$ cat src/sleep_ctl_pkg.sv
`default_nettype none
package sleep_ctl_pkg;
    // clock and timing
    localparam int CLK_HZ        = 25_000_000;
    localparam int TICK_MS       = 10;
    localparam int TICK_CYC      = CLK_HZ / 1000 * TICK_MS;
    localparam int POLL_MS       = 100;
    localparam int POLL_TICKS    = POLL_MS / TICK_MS;

    // register byte offsets
    localparam logic [7:0] OFS_CTRL   = 8'h00;
    localparam logic [7:0] OFS_OPT    = 8'h04;
    localparam logic [7:0] OFS_PERIOD = 8'h08;
    localparam logic [7:0] OFS_COUNT  = 8'h0C;
    localparam logic [7:0] OFS_AWAKE  = 8'h10;
    localparam logic [7:0] OFS_CMD    = 8'h14;
    localparam logic [7:0] OFS_STATUS = 8'h18;

    // field positions
    localparam int CTRL_MODE_LSB  = 0;
    localparam int CTRL_FLOW_BIT  = 3;
    localparam int OPT_FULL_BIT   = 1;
    localparam int OPT_EXT_BIT    = 2;
    localparam int CMD_SLEEP_BIT  = 0;
    localparam int STAT_IND_BIT   = 2;
    localparam int STAT_LP_BIT    = 3;
    localparam int STAT_CTS_BIT   = 4;
    localparam int STAT_JOIN_BIT  = 5;
    localparam int STAT_WAKES_LSB = 16;

    // sleep mode encodings
    localparam logic [2:0] MODE_PIN     = 3'h1;
    localparam logic [2:0] MODE_CYC     = 3'h4;
    localparam logic [2:0] MODE_CYC_PIN = 3'h5;

    // ranges and reset values
    localparam logic [11:0] SP_MIN    = 12'h020;
    localparam logic [11:0] SP_MAX    = 12'hAF0;
    localparam logic [15:0] SN_MIN    = 16'h0001;
    localparam logic [2:0]  MODE_RST  = 3'h0;
    localparam logic [7:0]  OPT_RST   = 8'h00;
    localparam logic [11:0] SP_RST    = 12'h020;
    localparam logic [15:0] SN_RST    = 16'h0001;
    localparam logic [15:0] ST_RST    = 16'h01F4;

    typedef enum logic [1:0] {
        ST_SLEEP = 2'b00,
        ST_POLL  = 2'b01,
        ST_AWAKE = 2'b11,
        ST_DRAIN = 2'b10
    } pstate_t;
endpackage
`default_nettype wire

$ cat src/end_device_sleep_controller.sv
// Our own choices: the register addresses and the APB interface to the registers.
`default_nettype none
// Functional notes
// - sleep mode setting 1 selects sleep and wake by request pin level.
// - pin sleep waits for transmit or receive in progress to finish.
// - unjoined device defers pin sleep until the join scan completes.
// - pin mode wakes when the request pin goes low.
// - awake and joined in pin mode, poll parent every 100 ms.
// - settings 4 or 5 select timed cyclic sleep with brief poll wakes.
// - setting 5 also wakes on request pin falling edge; 4 does not.
// - after cyclic poll stay awake on pending data or serial data, else sleep.
// - cyclic mode raises awake indicator on wake, drops it on sleep.
// - with flow control, CTS low when awake and accepting, high when sleeping.
// - awake timer starts on serial or radio data and restarts on each arrival.
// - timer running polls every 100 ms; sleeps on expiry or sleep command.
// - sleep period setting 0x20 to 0xAF0 in 10 ms units.
// - period count 1 to 0xFFFF multiplies sleep periods.
// - option 0x02 forces full awake time, 0x04 enables extended sleep.
// - options 0x00 or 0x02 give short sleep of one period then poll.
// - short sleep with parent data starts timer and polls every 100 ms.
// - count 1 raises indicator each wake; above 1 on radio data or count wakes.
// - silent polling raises indicator at once when radio data arrives.
// - extended sleep lasts period times count, period in 10 ms units.
// - transmit only when awake and joined, directly to parent.
// - asleep device ignores serial and radio data.
module end_device_sleep_controller
    import sleep_ctl_pkg::*;
#(
    parameter int TICK_CYCLES = sleep_ctl_pkg::TICK_CYC  // clocks per 10 ms tick
) (
    input  wire logic        pclk,              // apb clock, 25 MHz
    input  wire logic        presetn,           // async reset, active low
    // register bus
    input  wire logic [7:0]  paddr,             // apb byte address
    input  wire logic        psel,              // apb select
    input  wire logic        penable,           // apb access phase
    input  wire logic        pwrite,            // apb direction
    input  wire logic [31:0] pwdata,            // apb write data
    output logic      [31:0] prdata,            // apb read data
    output logic             pready,            // apb ready
    output logic             pslverr,           // apb error
    // host pins and radio status
    input  wire logic        sleep_request_pin, // host sleep request, async
    input  wire logic        serial_rx_evt,     // serial byte arrived, pulse
    input  wire logic        radio_rx_evt,      // radio data arrived, pulse
    input  wire logic        joined,            // joined to a network
    input  wire logic        join_busy,         // join attempt or scan running
    input  wire logic        txrx_busy,         // transfer or ack wait running
    input  wire logic        poll_ack,          // parent ack to poll, pulse
    input  wire logic        poll_ack_pending,  // ack says data pending
    // radio requests and host indicators
    output logic             poll_req,          // send poll to parent, pulse
    output logic             awake_ind,         // awake indicator
    output logic             cts_n,             // serial flow control, low = send
    output logic             low_power,         // radio in low power state
    output logic             data_accept,       // serial and radio data taken
    output logic             tx_allowed         // transmit to parent allowed
);
    localparam int TW = $clog2(TICK_CYCLES + 1);
    localparam logic [TW-1:0] TICK_LAST = TW'(TICK_CYCLES - 1);
    localparam logic [3:0]    POLL_LAST = 4'(POLL_TICKS - 1);

    typedef struct packed {
        // configuration
        logic [2:0]  mode;
        logic        flow;
        logic [7:0]  opt;
        logic [11:0] sp;
        logic [15:0] sn;
        logic [15:0] st;
        // sequencing
        pstate_t     ps;
        // synchroniser
        logic        rq_m;
        logic        rq_s;
        logic        rq_p;
        // timers
        logic [TW-1:0] tick;
        logic [3:0]  poll;
        logic [27:0] slp;
        logic [15:0] awk;
        logic [15:0] wakes;
        logic        ind;
        logic        preq;
        // bus
        logic [31:0] rdata;
        logic        err;
    } regs_t;

    regs_t q;
    regs_t n;

    ////////////////////////////////////////////////////////////////////////////
    // decode helpers
    function automatic logic is_cyc(input logic [2:0] m);
        return (m == MODE_CYC) || (m == MODE_CYC_PIN);
    endfunction

    function automatic logic mapped(input logic [7:0] a);
        logic hit;
        hit = 1'b0;
        unique case (a)
            OFS_CTRL, OFS_OPT, OFS_PERIOD, OFS_COUNT: hit = 1'b1;
            OFS_AWAKE, OFS_CMD, OFS_STATUS:           hit = 1'b1;
            default:                                  hit = 1'b0;
        endcase
        return hit;
    endfunction

    function automatic logic period_bad(input logic [31:0] d);
        return (d[11:0] < SP_MIN) || (d[11:0] > SP_MAX) || (d[31:12] != '0);
    endfunction

    function automatic logic count_bad(input logic [31:0] d);
        return (d[15:0] < SN_MIN) || (d[31:16] != '0);
    endfunction

    // non-cyclic modes or count 1 light the indicator on every wake, otherwise every sn-th one
    function automatic logic ind_due(input logic c, input logic [15:0] sn, input logic [15:0] w);
        return !c || (sn == SN_MIN) || (w >= sn);
    endfunction

    function automatic logic [31:0] pack_status(input pstate_t s, input logic i, input logic c,
                                                input logic j, input logic [15:0] w);
        logic [31:0] v;
        v                     = '0;
        v[1:0]                = s;
        v[STAT_IND_BIT]       = i;
        v[STAT_LP_BIT]        = (s == ST_SLEEP);
        v[STAT_CTS_BIT]       = c;
        v[STAT_JOIN_BIT]      = j;
        v[STAT_WAKES_LSB+:16] = w;
        return v;
    endfunction

    function automatic logic [31:0] read_word(input logic [7:0] a, input regs_t r, input logic [31:0] s);
        logic [31:0] v;
        v = '0;
        unique case (a)
            OFS_CTRL:   v = {28'h0, r.flow, r.mode};
            OFS_OPT:    v = {24'h0, r.opt};
            OFS_PERIOD: v = {20'h0, r.sp};
            OFS_COUNT:  v = {16'h0, r.sn};
            OFS_AWAKE:  v = {16'h0, r.st};
            OFS_STATUS: v = s;
            default:    v = '0;
        endcase
        return v;
    endfunction

    ////////////////////////////////////////////////////////////////////////////
    // next state
    logic        setup;
    logic        wr;
    logic        tk;
    logic        fall;
    logic        awake;
    logic        data_evt;
    logic        rf_evt;
    logic        si;
    logic        cyc;
    logic        wake;
    logic        poll_due;
    logic        bad_wr;

    logic        period_done;
    logic        pin_wake;
    logic        awk_done;
    logic        poll_stay;
    logic        poll_leave;

    logic [27:0] dur;
    logic [27:0] slp_nx;
    logic [15:0] wakes_nx;
    logic [31:0] status;

    always_comb begin
        n        = q;
        n.preq   = 1'b0;
        setup    = psel && !penable;
        wr       = psel && penable && pwrite && !q.err;
        tk       = (q.tick == TICK_LAST);
        n.tick   = tk ? '0 : q.tick + TW'(1);

        ////////////////////////////////////////////////////////////////////////
        // request pin synchroniser and event gating
        // first stage feeds only the second
        n.rq_m   = sleep_request_pin;
        n.rq_s   = q.rq_m;
        n.rq_p   = q.rq_s;
        fall     = q.rq_p && !q.rq_s;
        awake    = (q.ps == ST_POLL) || (q.ps == ST_AWAKE);
        data_evt = awake && (serial_rx_evt || radio_rx_evt);
        rf_evt   = awake && radio_rx_evt;
        si       = wr && (paddr == OFS_CMD) && pwdata[CMD_SLEEP_BIT];
        cyc      = is_cyc(q.mode);
        if (q.opt[OPT_EXT_BIT]) begin
            dur = 28'(q.sp) * 28'(q.sn);
        end else begin
            dur = 28'(q.sp);
        end
        slp_nx   = q.slp + 28'h1;
        wakes_nx = q.wakes + 16'h1;
        wake     = 1'b0;
        status   = pack_status(q.ps, q.ind, cts_n, joined, q.wakes);

        ////////////////////////////////////////////////////////////////////////
        // apb: read data and error latched in setup, write in access
        bad_wr = pwrite && (((paddr == OFS_PERIOD) && period_bad(pwdata)) ||
                            ((paddr == OFS_COUNT) && count_bad(pwdata)));
        if (setup) begin
            n.err   = !mapped(paddr) || bad_wr;
            // read data latched a cycle early, so the access needs no wait state
            n.rdata = read_word(paddr, q, status);
        end
        // writes land only at the access edge
        if (wr) begin
            unique case (paddr)
                OFS_CTRL: begin
                    n.mode = pwdata[CTRL_MODE_LSB+:3];
                    n.flow = pwdata[CTRL_FLOW_BIT];
                end
                OFS_OPT:    n.opt = pwdata[7:0];
                OFS_PERIOD: n.sp  = pwdata[11:0];
                OFS_COUNT:  n.sn  = pwdata[15:0];
                OFS_AWAKE:  n.st  = pwdata[15:0];
                default: ;
            endcase
        end

        ////////////////////////////////////////////////////////////////////////
        // 100 ms poll cadence while awake
        poll_due = 1'b0;
        if (awake && tk) begin
            n.poll   = q.poll + 4'h1;
            if (q.poll == POLL_LAST) begin
                n.poll   = '0;
                poll_due = 1'b1;
            end
        end

        period_done = tk && (slp_nx >= dur);
        pin_wake    = (q.mode == MODE_CYC_PIN) && fall;
        awk_done    = tk && (q.awk + 16'h1 >= q.st);
        poll_stay   = data_evt || (poll_ack && poll_ack_pending) || q.opt[OPT_FULL_BIT];
        poll_leave  = (poll_ack && !poll_ack_pending) || (!joined && !join_busy) || poll_due;

        ////////////////////////////////////////////////////////////////////////
        // sequencer
        unique case (q.ps)
            // asleep: rx ignored, period ticks counted in cyclic modes
            ST_SLEEP: begin
                if (q.mode == MODE_PIN) begin
                    wake = !q.rq_s;
                end else if (cyc) begin
                    if (tk) begin
                        n.slp = slp_nx;
                    end
                    // pin wake only honoured in setting 5
                    wake = period_done || pin_wake;
                end else begin
                    wake = 1'b1;
                end
                if (wake) begin
                    n.ps    = ST_POLL;
                    n.poll  = '0;
                    // restart the tick so the first poll gap is a full 100 ms
                    n.tick  = '0;
                    n.slp   = '0;
                    n.preq  = joined;
                    n.wakes = wakes_nx;
                    if (ind_due(cyc, q.sn, wakes_nx)) begin
                        n.ind   = 1'b1;
                        n.wakes = '0;
                    end
                end
            end

            // first poll after a wake
            ST_POLL: begin
                if (!cyc) begin
                    n.ps = (q.mode == MODE_PIN && q.rq_s) ? ST_DRAIN : ST_AWAKE;
                end else if (poll_stay) begin
                    n.ps  = ST_AWAKE;
                    n.awk = '0;
                end else if (poll_leave) begin
                    // no data: straight back to sleep, timeout covers a lost ack
                    n.ps = ST_DRAIN;
                end
                if (rf_evt) begin
                    n.ind   = 1'b1;
                    n.wakes = '0;
                end
            end

            // awake, polling every 100 ms; awake timer runs in cyclic modes only, pin mode waits for the request pin
            ST_AWAKE: begin
                if (poll_due && joined) begin
                    n.preq = 1'b1;
                end
                if (q.mode == MODE_PIN) begin
                    if (q.rq_s) begin
                        n.ps = ST_DRAIN;
                    end
                end else if (cyc) begin
                    if (tk) begin
                        n.awk = q.awk + 16'h1;
                    end
                    if (data_evt) begin
                        n.awk = '0;
                    end else if (si || awk_done) begin
                        n.ps = ST_DRAIN;
                    end
                    if (rf_evt) begin
                        n.ind   = 1'b1;
                        n.wakes = '0;
                    end
                end
            end

            // radio and join work must finish before sleeping
            ST_DRAIN: begin
                if (q.mode == MODE_PIN && !q.rq_s) begin
                    n.ps = ST_AWAKE;
                end else if (!txrx_busy && !join_busy) begin
                    n.ps  = ST_SLEEP;
                    n.ind = 1'b0;
                    n.slp = '0;
                end
            end
        endcase
    end

    ////////////////////////////////////////////////////////////////////////////
    // state register
    always_ff @(posedge pclk or negedge presetn) begin
        if (!presetn) begin
            q.mode  <= MODE_RST;
            q.flow  <= 1'b0;
            q.opt   <= OPT_RST;
            q.sp    <= SP_RST;
            q.sn    <= SN_RST;
            q.st    <= ST_RST;
            q.ps    <= ST_POLL;
            q.rq_m  <= 1'b0;
            q.rq_s  <= 1'b0;
            q.rq_p  <= 1'b0;
            q.tick  <= '0;
            q.poll  <= 4'h0;
            q.slp   <= 28'h0;
            q.awk   <= 16'h0;
            q.wakes <= 16'h0;
            q.ind   <= 1'b1;
            q.preq  <= 1'b0;
            q.rdata <= 32'h0;
            q.err   <= 1'b0;
        end else begin
            q <= n;
        end
    end

    ////////////////////////////////////////////////////////////////////////////
    // outputs
    assign prdata      = q.rdata;
    assign pready      = 1'b1;
    assign pslverr     = psel && penable && q.err;

    // host and radio side
    assign poll_req    = q.preq;
    assign awake_ind   = q.ind;
    assign low_power   = (q.ps == ST_SLEEP);
    // drain counts as going to sleep, so serial input is refused there
    assign data_accept = (q.ps == ST_POLL) || (q.ps == ST_AWAKE);
    assign cts_n       = q.flow && !data_accept;
    assign tx_allowed  = data_accept && joined;

endmodule // end_device_sleep_controller
`default_nettype wire

$ cat config.mk
export PLATFORM = sky130hd
export DESIGN_NAME = end_device_sleep_controller
export DESIGN_NICKNAME = d
export VERILOG_FILES = /design/src/sleep_ctl_pkg.sv /design/src/end_device_sleep_controller.sv
export SDC_FILE = /design/constraint.sdc
export NUM_CORES = 1
export LEC_CHECK = 0
export BUFFER_PORTS_ARGS = -buffer_cell sky130_fd_sc_hd__buf_2
export CAP_MARGIN = 20
export CORE_ASPECT_RATIO = 0.7
export CORE_MARGIN = 4
export CORE_UTILIZATION = 55
export DETAILED_ROUTE_END_ITERATION = 6
export PLACE_DENSITY = 0.73
export SETUP_SLACK_MARGIN = 0.2
export SLEW_MARGIN = 10
export SYNTH_ARGS = -nofsm -noshare
export SYNTH_HDL_FRONTEND = slang
export SYNTH_SLANG_ARGS = --single-unit
$ cat constraint.sdc
create_clock -name pclk -period 11.3 [get_ports pclk]
set_clock_uncertainty 0.1 [all_clocks]
set_input_delay 2.825 -clock pclk [delete_from_list [all_inputs] [get_ports pclk]]
set_output_delay 2.825 -clock pclk [all_outputs]
set_load 0.005 [all_outputs]
==> metrics.cfg, run 1 <==
[outcome]
status=complete, no violations

[detailed_routing]
dr_wl_met3_um=4580
wl_per_cell_um=19.5
drt_iter0_drc=1553
postRouteAntennaNets=0
wirelength_um=45600
routed_via_density=5.94
dr.pass1.iters=6
wl_met1_um=20900
wl_met2_um=19400
routed.top_layer=met5
drc=0
vias=13900

[synth]
seq_area_frac_synth=0.260
syn_area_sq_um=17200
synth_edf_count=0
synth_top_area_frac=0.245
async_flop_share=1.00
syn_avg_cell_area_sq_um=9.00
ys_ff_latch=178
synthCells=1911
ys_types=78
synthTopCellsByCount=244 x inv_1, 229 x nand2_1, 168 x dfrtp_1
synth_area_leader_cell=dfrtp_1
synth_area_leaders=dfrtp_1 24%, fa_1 16%, ha_1 9.8%, inv_1 5.3%, nand2_1 5.0%
yosysWarnings=0
synthFlopType=dfrtp_1
yosysMostFrequentCell=inv_1
synth.net_count=2239

[timing]
tightest_slew_ps=1010
setup_violations=0
hold_viol_final=0
slew-limit-headroom=0.327
fin_tns_setup_ps=0
finalCritPeriodShare=0.794
fmax_ghz=0.111
fin_crit_ps=8970
rsz0062_at_grt=no
slew_viol_final=0

[floorplan]
rows=53
start_util=0.565
die_w_um=219
coreArea_sq_um=30400
io_pins=93
dieHeight_um=156
dieArea_sq_um=34200

[clock_network]
htreeDepth=4
cts_hold_buf=0
clockBufferDepth=2
path_clk_slew_ps=70
cts_made_buffers=17
cts_tree=done
cts_setup_buffers=0
clock-sinks=178
clk_latency_ps=460
cts_resized=0
cts_root_buf=clkbuf_16

[grt]
grt_pass1_wl_um=73200
grt_antenna_before_repair=2
grt_pass1_vias=13500
grt_max_degree=78
grt_use_total=0.271
grt-ovfl-total=0

[final_layout]
area_growth_pct=6.43
final_cells=2340
drive_above_1_share=0.118
nNetsFinal=2241

[critical_path]
crit_path_max_fanout=22
worstSetupPathType=flop to flop
reg2reg_from=q[162]
arrival_ps=9190
r2r_slack_ps=2330
r2r_cells=26
crit_path_end_kind=flop
startpoint=q[162]
setup.worst_path.start_class=flop
cp.required_ps=11510

[placement]
placedCellCount=2305
routabilityCongestion=0.940
hpwl_um=35100
port_buffers=91

[power_and_ir_drop]
power_density_nw_per_um2=89.4
irDropWorstVdd_mv=0.146
p_leak_nw=9.08

[min_path]
hold_path.startpoint=n[118]
hold-path-cell-count=0
hold_path_class=flop to flop

[run]
drv_cap=0

## layer usage
metal,GRT usage,vias to the layer above
met3,0.0783,61
met5,0.0208,-
li1,-,6364
met2,0.384,577
met4,0.0559,4
met1,0.414,6902
## critical path, cell delays in order (launching register included)
cell	delay, ps
dfrtp_1	680
and2_1	340
fa_1	530
inv_1	50
fa_1	470
inv_1	50
fa_1	500
fa_1	550
inv_1	60
fa_1	520
inv_1	50
ha_1	360
a21oi_1	170
o21ai_0	120
a2111oi_0	630
o221ai_1	230
o221ai_1	330
o21ai_0	170
mux2_2	290
ha_1	290
nand4_1	120
nor3_1	370
o2111ai_1	240
a31oi_4	600
buf_4	400
a21o_1	490
nor2_1	120
## kinds of logic (layout without fill, tap and decap cells)
kind of cell             after synthesis  count (layout)  share of synthesized area
XOR/XNOR                              82              82                     0.0422
multiplexers                          77              77                     0.0520
AND/OR/NAND/NOR                      631             631                      0.183
adder cells (fa/ha/maj)              275             275                      0.261
AO/OA/AOI/OAI                        299             299                      0.112
other                                  1               3                   0.000218
buffers and inverters                368             383                     0.0891
flip-flops                           178             178                      0.260
## placed cells by master (no fill, tap or decap), drive strengths merged, types with 15 or more instances in the layout
cell / n
inv: 248
nand2: 232
dfrtp: 168
fa: 140
ha: 135
buf: 104
o21ai: 101
and2: 89
nor2: 89
a21oi: 58
mux2: 58
nand3: 51
xnor2: 48
nand4: 40
and3: 36
xor2: 34
a22o: 32
nor3: 23
clkbuf: 21
a21o: 19
nor4: 16
mux2i: 15
## where the power goes
group | switching (W) | total (W) | internal (W)
registers | 0.0000201 | 0.000677 | 0.000657
clock network | 0.000277 | 0.000630 | 0.000353
logic | 0.000228 | 0.000329 | 0.000101
total | 0.000526 | 0.00164 | 0.00111
## area by class of cell
| class | instances | area [sq um] |
|---|---|---|
| fill | 2560 | 12100 |
| multi-input combinational | 1365 | 11200 |
| sequential | 178 | 4470 |
| inverter | 245 | 920 |
| timing repair buffer | 106 | 573 |
| tap | 412 | 515 |
| clock buffer | 19 | 433 |
| clock inverter | 13 | 176 |
| antenna | 2 | 5.00 |
## flip-flops by register name (all words and copies together) (netlist names)
name,flops
prdata,32
q,142
awake_ind,1
n,2
poll_req,1
## metrics by stage
stage          power [W]  utilization  instance area (sq um)  hold WS (ps)  worst slack, ps
6_report         0.00164        0.601                  18300           274             2330
3_5_place_dp     0.00100        0.581                  17700           254             2540
2_1_floorplan   0.000889            -                  17200           231             3640
4_1_cts          0.00164        0.601                  18300           269             2520
3_3_place_gp    0.000999        0.581                  17700           239             2850
5_1_grt          0.00170        0.601                  18300           278             1970
## path summary, 6_finish.rpt
| path | end |
|---|---|
| worst max-delay path | q[103] |
| worst min-delay path | n[117] |
| worst max register to register | q[103] |
| worst min register to register | n[117] |
| max in group asynchronous | prdata[26] |
| min in group asynchronous | q[103] |
Note: power is estimated with default switching activity, not from simulation.
==> inputs of run 2 (changes only) <==
--- a/config.mk
+++ b/config.mk
@@ -11,7 +11,7 @@
 export CORE_MARGIN = 4
 export CORE_UTILIZATION = 55
 export DETAILED_ROUTE_END_ITERATION = 6
-export PLACE_DENSITY = 0.73
+export PLACE_DENSITY = 0.76
 export SETUP_SLACK_MARGIN = 0.2
 export SLEW_MARGIN = 10
 export SYNTH_ARGS = -nofsm -noshare
==> constraint.sdc (replaced) <==
create_clock -name pclk -period 7.62 [get_ports pclk]
set_clock_uncertainty 0.1 [all_clocks]
set_input_delay 1.905 -clock pclk [delete_from_list [all_inputs] [get_ports pclk]]
set_output_delay 1.905 -clock pclk [all_outputs]
set_load 0.005 [all_outputs]
==> metrics.cfg, run 2 (synthesis gave the netlist of run 1 again) <==
[outcome]
status=complete, no violations

[clock_network]
clk_latency_ps=450  ; about the same
htreeDepth=4  ; unchanged
cts_root_buf=clkbuf_16
cts_tree=done
path_clk_slew_ps=70  ; about the same
clockBufferDepth=2  ; unchanged
cts_made_buffers=17  ; unchanged
clock-sinks=178  ; unchanged
cts_hold_buf=0  ; unchanged

[grt]
grt_pass1_vias=14400  ; +6.8%
use_met2=0.417  ; +0.0332
grt_pass1_wl_um=76600  ; +4.7%
use_met1=0.420  ; +0.00642
grt_max_degree=110  ; +41%
top_usage_layer=met1
grt_use_total=0.284  ; +0.0124
grt-ovfl-total=0  ; unchanged
grt_use_met3=0.0769  ; -0.00136
grt_antenna_before_repair=2  ; unchanged

[timing]
hold_viol_final=0  ; unchanged
timing.hold.ws_ps=256  ; -18.3 ps
fin_crit_ps=7480  ; -1490 ps
fin_tns_setup_ps=0  ; unchanged
setup_ws_ps=140  ; -2190 ps
rsz0062_at_grt=yes
fmax_ghz=0.134  ; +20%
finalCritPeriodShare=0.982  ; +0.188
setup_violations=0  ; unchanged
slew-limit-headroom=0.197  ; -0.130
slew_viol_final=0  ; unchanged
tightest_slew_ps=1200  ; +186 ps

[final_layout]
nNetsFinal=2336  ; +4.2%
regMostFlops=q
final_common_cell=inv_1
design_area_sq_um=19700  ; +7.5%
largest_reg_flops=142  ; unchanged
drive_above_1_share=0.206  ; +0.0880
area_growth_pct=14.4
final_cell_mix=233 x inv_1, 221 x nand2_1, 154 x dfrtp_1

[detailed_routing]
drc=0  ; unchanged
dr.pass1.iters=6  ; unchanged
wirelength_um=49500  ; +8.6%
wl_per_cell_um=20.3  ; +4.4%
postRouteAntennaNets=0  ; unchanged
routed_via_density=6.09  ; +2.4%
drt_iter0_drc=1600  ; +3.0%
vias=14800  ; +6.5%

[placement]
dp_slack_ps=-337  ; -2880 ps
hpwl_um=36800  ; +4.9%
port_buffers=91  ; unchanged
routabilityCongestion=0.951  ; +1.1%
placed_cell_area_sq_um=18200  ; +2.8%

[critical_path]
crit_path_max_fanout=11  ; -50%
slowest_stage=fa_1
cpMostUsedCell=fa_1
slowest_delay_ps=580  ; -100 ps
setup.worst_path.start_class=flop
cp.required_ps=7860  ; -3650 ps
crit_path_end_kind=flop
reg2reg_from=q[148]
r2r_cells=27  ; +3.8%
r2r_slack_ps=140  ; -2190 ps
worstSetupPathType=flop to flop
r2r-end=q[121]
arrival_ps=7720  ; -1470 ps
crit_family=adder cells
worst-path-buf-inv=6  ; +1

[floorplan]
rows=53  ; unchanged
die_w_um=219  ; unchanged
dieArea_sq_um=34200  ; unchanged
start_util=0.565  ; unchanged
dieHeight_um=156  ; unchanged
coreArea_sq_um=30400  ; unchanged
io_pins=93  ; unchanged

[power_and_ir_drop]
power_density_nw_per_um2=125  ; +40%
irDropWorstVdd_mv=0.157  ; +7.7%
p_leak_nw=9.65  ; +6.3%

[min_path]
hold_path.startpoint=n[118]
hold_path_class=flop to flop
hold_path_end=n[117]
hold-path-cell-count=0  ; unchanged

[run]
drv_cap=0  ; unchanged

-- run 2: changes by cell type in the layout (fill, tap and decap cells not counted), moves of 13 or more --
cell     change
buf_4       +71
dfrtp_1     -14
dfrtp_2     +14
ha_1        -14
buf_6       +13
ha_4        +13
-- run 2: power by group --
part / switching (W) / internal [W]
Combinational: 0.000379 / 0.000173
Sequential: 0.0000285 / 0.000975
Clock: 0.000382 / 0.000523
-- run 2: final cells by class --
type | instances | area, sq um
clock buffers | 21 | 450
repair buffers | 200 | 1440
diodes | 1 | 2.50
multi-input cells | 1366 | 11700
well taps | 412 | 515
fillers | 2401 | 10800
inverters | 245 | 920
flip-flops and latches | 178 | 4480
clock inverters | 11 | 139
-- run 2: what timing repair did --
action,in CTS,in global routing
gates resized for setup,15,133
pin swaps,3,72
cloned,0,2
endpoints found under the setup margin,70,70
buffers inserted,2,29
-- run 2: worst max path at each step --
stage,cells after the start,startpoint,slack (ps),endpoint
6_report,27,q[148],140,q[121]
3_5_place_dp,27,q[159],-340,q[41]
5_1_grt,30,q[148],-50,q[120]
3_3_place_gp,26,q[159],-20,q[40]
4_1_cts,29,q[165],200,q[86]
2_1_floorplan,31,q[159],200,q[40]
-- run 2: routing by layer --
layer / share of wire / vias to the layer above / routed length [um]
met2: 0.44 / 771 / 21600
met3: 0.11 / 116 / 5460
met5: 0.00061 / - / 30
met4: 0.024 / 4 / 1180
met1: 0.43 / 7376 / 21200
li1: - / 6548 / -
-- run 2: metrics by stage --
stage	util	cells	power (W)
CTS	0.619	2401	0.00241
floorplan	-	1911	0.00132
detailed placement	0.597	2367	0.00150
finish	0.646	2434	0.00246
global route	0.646	2433	0.00255
global placement	0.597	2366	0.00148
==> inputs of run 3 (changes only) <==
--- a/config.mk
+++ b/config.mk
@@ -5,12 +5,14 @@
 export SDC_FILE = /design/constraint.sdc
 export NUM_CORES = 1
 export LEC_CHECK = 0
+export ABC_CLOCK_PERIOD_IN_PS = 7620
 export BUFFER_PORTS_ARGS = -buffer_cell sky130_fd_sc_hd__buf_2
 export CAP_MARGIN = 20
 export CORE_ASPECT_RATIO = 0.7
 export CORE_MARGIN = 4
 export CORE_UTILIZATION = 55
 export DETAILED_ROUTE_END_ITERATION = 6
+export MAX_ROUTING_LAYER = met4
 export PLACE_DENSITY = 0.76
 export SETUP_SLACK_MARGIN = 0.2
 export SLEW_MARGIN = 10
==> metrics.cfg, run 3 (synthesis gave the netlist of run 1 again) <==
[final_layout]
final_cell_mix=224 x inv_1, 220 x nand2_1, 152 x dfrtp_1
n_fill_cell=2334  ; -2.8%
drive_above_1_share=0.232  ; +0.0261
largest_reg_flops=142  ; unchanged
design_area_sq_um=20100  ; +2.0%
final_common_cell=inv_1
area_growth_pct=16.6
multi_input_area_sq_um=11800  ; +0.62%
fin_util=0.659  ; +0.0128
regMostFlops=q
ff_latch_area_sq_um=4490  ; about the same
nNetsFinal=2376  ; +1.7%

[critical_path]
setup.worst_path.start_class=flop
worstSetupPathType=flop to flop
arrival_ps=7700  ; -20 ps
crit_path_end_kind=flop
cp.required_ps=7860  ; about the same
crit_path_max_fanout=8  ; -3

[outcome]
status=complete, no violations

[power_and_ir_drop]
power_frac_seq=0.416  ; +0.008
power.internal_w=0.00157  ; -5.8%
power_density_nw_per_um2=120  ; -4.1%
p_comb_frac=0.224  ; about the same
irDropWorstVdd_mv=0.183  ; +16%
p_sw_frac=0.346  ; +0.0250
p_clk_frac=0.360  ; -0.008
switching_power_w=0.000833  ; +5.5%
p_leak_nw=9.83  ; +1.8%

[floorplan]
io_pins=93  ; unchanged
die_w_um=219  ; unchanged
coreArea_sq_um=30400  ; unchanged
dieHeight_um=156  ; unchanged
start_util=0.565  ; unchanged
rows=53  ; unchanged
dieArea_sq_um=34200  ; unchanged

[clock_network]
path_clk_slew_ps=70  ; about the same
cts_root_buf=clkbuf_16
cts_made_buffers=17  ; unchanged
htreeDepth=4  ; unchanged
cts_hold_buf=0  ; unchanged
clockBufferDepth=2  ; unchanged
clk_latency_ps=450  ; about the same
cts_tree=done
clock-sinks=178  ; unchanged

[grt]
use_met2=0.403  ; -0.0137
grt_antenna_before_repair=1  ; -1
grt_use_total=0.294  ; +0.0109
grt_pass1_vias=14000  ; -2.8%
grt_use_met3=0.0726  ; -0.00428
grt_max_degree=139  ; +26%
grt_pass1_wl_um=76700  ; +0.14%
grt-ovfl-total=0  ; unchanged
use_met1=0.443  ; +0.0225
top_usage_layer=met1

[detailed_routing]
vias=14800  ; +0.18%
dr.pass1.iters=5  ; -1
wl_per_cell_um=20.4  ; +0.36%
drc=0  ; unchanged
routed_via_density=6.00  ; -1.4%
drt_iter0_drc=1584  ; -1.0%
wirelength_um=50500  ; +2.0%
postRouteAntennaNets=0  ; unchanged

[timing]
timing.hold.ws_ps=282  ; +26.6 ps
fin_tns_setup_ps=0  ; unchanged
slew-limit-headroom=0.244  ; +0.0472
fmax_ghz=0.134  ; +0.24%
rsz0062_at_grt=yes
slew_viol_final=0  ; unchanged
hold_viol_final=0  ; unchanged
setup_violations=0  ; unchanged
setup_ws_ps=158  ; +17.8 ps
fin_crit_ps=7460  ; -17.9 ps
tightest_slew_ps=1110  ; -90.2 ps
finalCritPeriodShare=0.979  ; -0.00234

[placement]
port_buffers=91  ; unchanged
hpwl_um=37100  ; +0.74%
dp_slack_ps=-282  ; +54.5 ps
routabilityCongestion=0.934  ; -1.7%
placed_cell_area_sq_um=18300  ; +0.83%

[run]
drv_cap=0  ; unchanged

[min_path]
hold_path_class=flop to flop

[run 3: cell types whose count changed in the layout (fill, tap and decap cells not counted), moves of 4 or more]
cell     delta
buf_4      +29
buf_6      +13
inv_1       -9
inv_2       +9
o31ai_1     +4
[run 3: per-stage QoR]
step | total power (W) | std cells
4_1_cts | 0.00236 | 2427
3_3_place_gp | 0.00149 | 2387
3_5_place_dp | 0.00150 | 2387
6_report | 0.00241 | 2474
2_1_floorplan | 0.00132 | 1911
5_1_grt | 0.00250 | 2474
[run 3: final cells by class]
type | count | area share
multi-input cells | 1366 | 0.588
flip-flops and latches | 178 | 0.224
repair buffers | 240 | 0.0892
inverters | 245 | 0.0459
well taps | 412 | 0.0257
clock buffers | 18 | 0.0219
clock inverters | 14 | 0.00593
diodes | 1 | 0.000125
[run 3: worst paths after layout]
check / start / end / slack [ps] / cells past startpoint
max in group asynchronous: presetn / q[156] / 5020 / 2
worst max register to register: q[159] / q[86] / 160 / 27
worst max-delay path: q[159] / q[86] / 160 / 27
min in group asynchronous: presetn / q[89] / 1260 / 1
worst min register to register: n[118] / n[117] / 280 / 0
worst min-delay path: n[118] / n[117] / 280 / 0
[run 3: power groups by stage]
stage / Combinational, W / Sequential [W] / Clock [W]
2_1_floorplan: 0.000309 / 0.00101 / 0
3_3_place_gp: 0.000468 / 0.00102 / 0
3_5_place_dp: 0.000482 / 0.00102 / 0
4_1_cts: 0.000490 / 0.00100 / 0.000870
5_1_grt: 0.000580 / 0.00101 / 0.000911
6_report: 0.000539 / 0.00100 / 0.000867
[run 3: critical path, cell delays in order, from the launching register on]
cell and delay [ps]:
dfstp_2 560, buf_6 130, nand2_1 70, fa_1 480
fa_1 530, inv_1 70, fa_1 560, fa_1 440
fa_1 490, ha_1 240, or2_4 270, a2111oi_4 320
buf_4 190, o221ai_4 90, o221ai_2 230, o21ai_1 140
mux2_4 330, ha_4 260, nand4_1 170, nor3_4 310
and3_4 240, a221oi_4 30, buf_4 150, a31oi_4 250
buf_12 190, buf_8 130, o31ai_2 60, a22o_1 280
[run 3: repair_timing]
item	4_1_cts	5_1_grt
hold endpoints to repair	0	0
buffers inserted	7	44
pin swaps	17	95
cloned	1	1
endpoints found under the setup margin	70	70
gates resized for setup	43	142
[run 3: layer usage]
| layer | part of all wire | vias to the layer above |
|---|---|---|
| met5 | 0 | - |
| met4 | 0.019 | 0 |
| met2 | 0.43 | 743 |
| li1 | - | 6631 |
| met3 | 0.11 | 91 |
| met1 | 0.44 | 7377 |
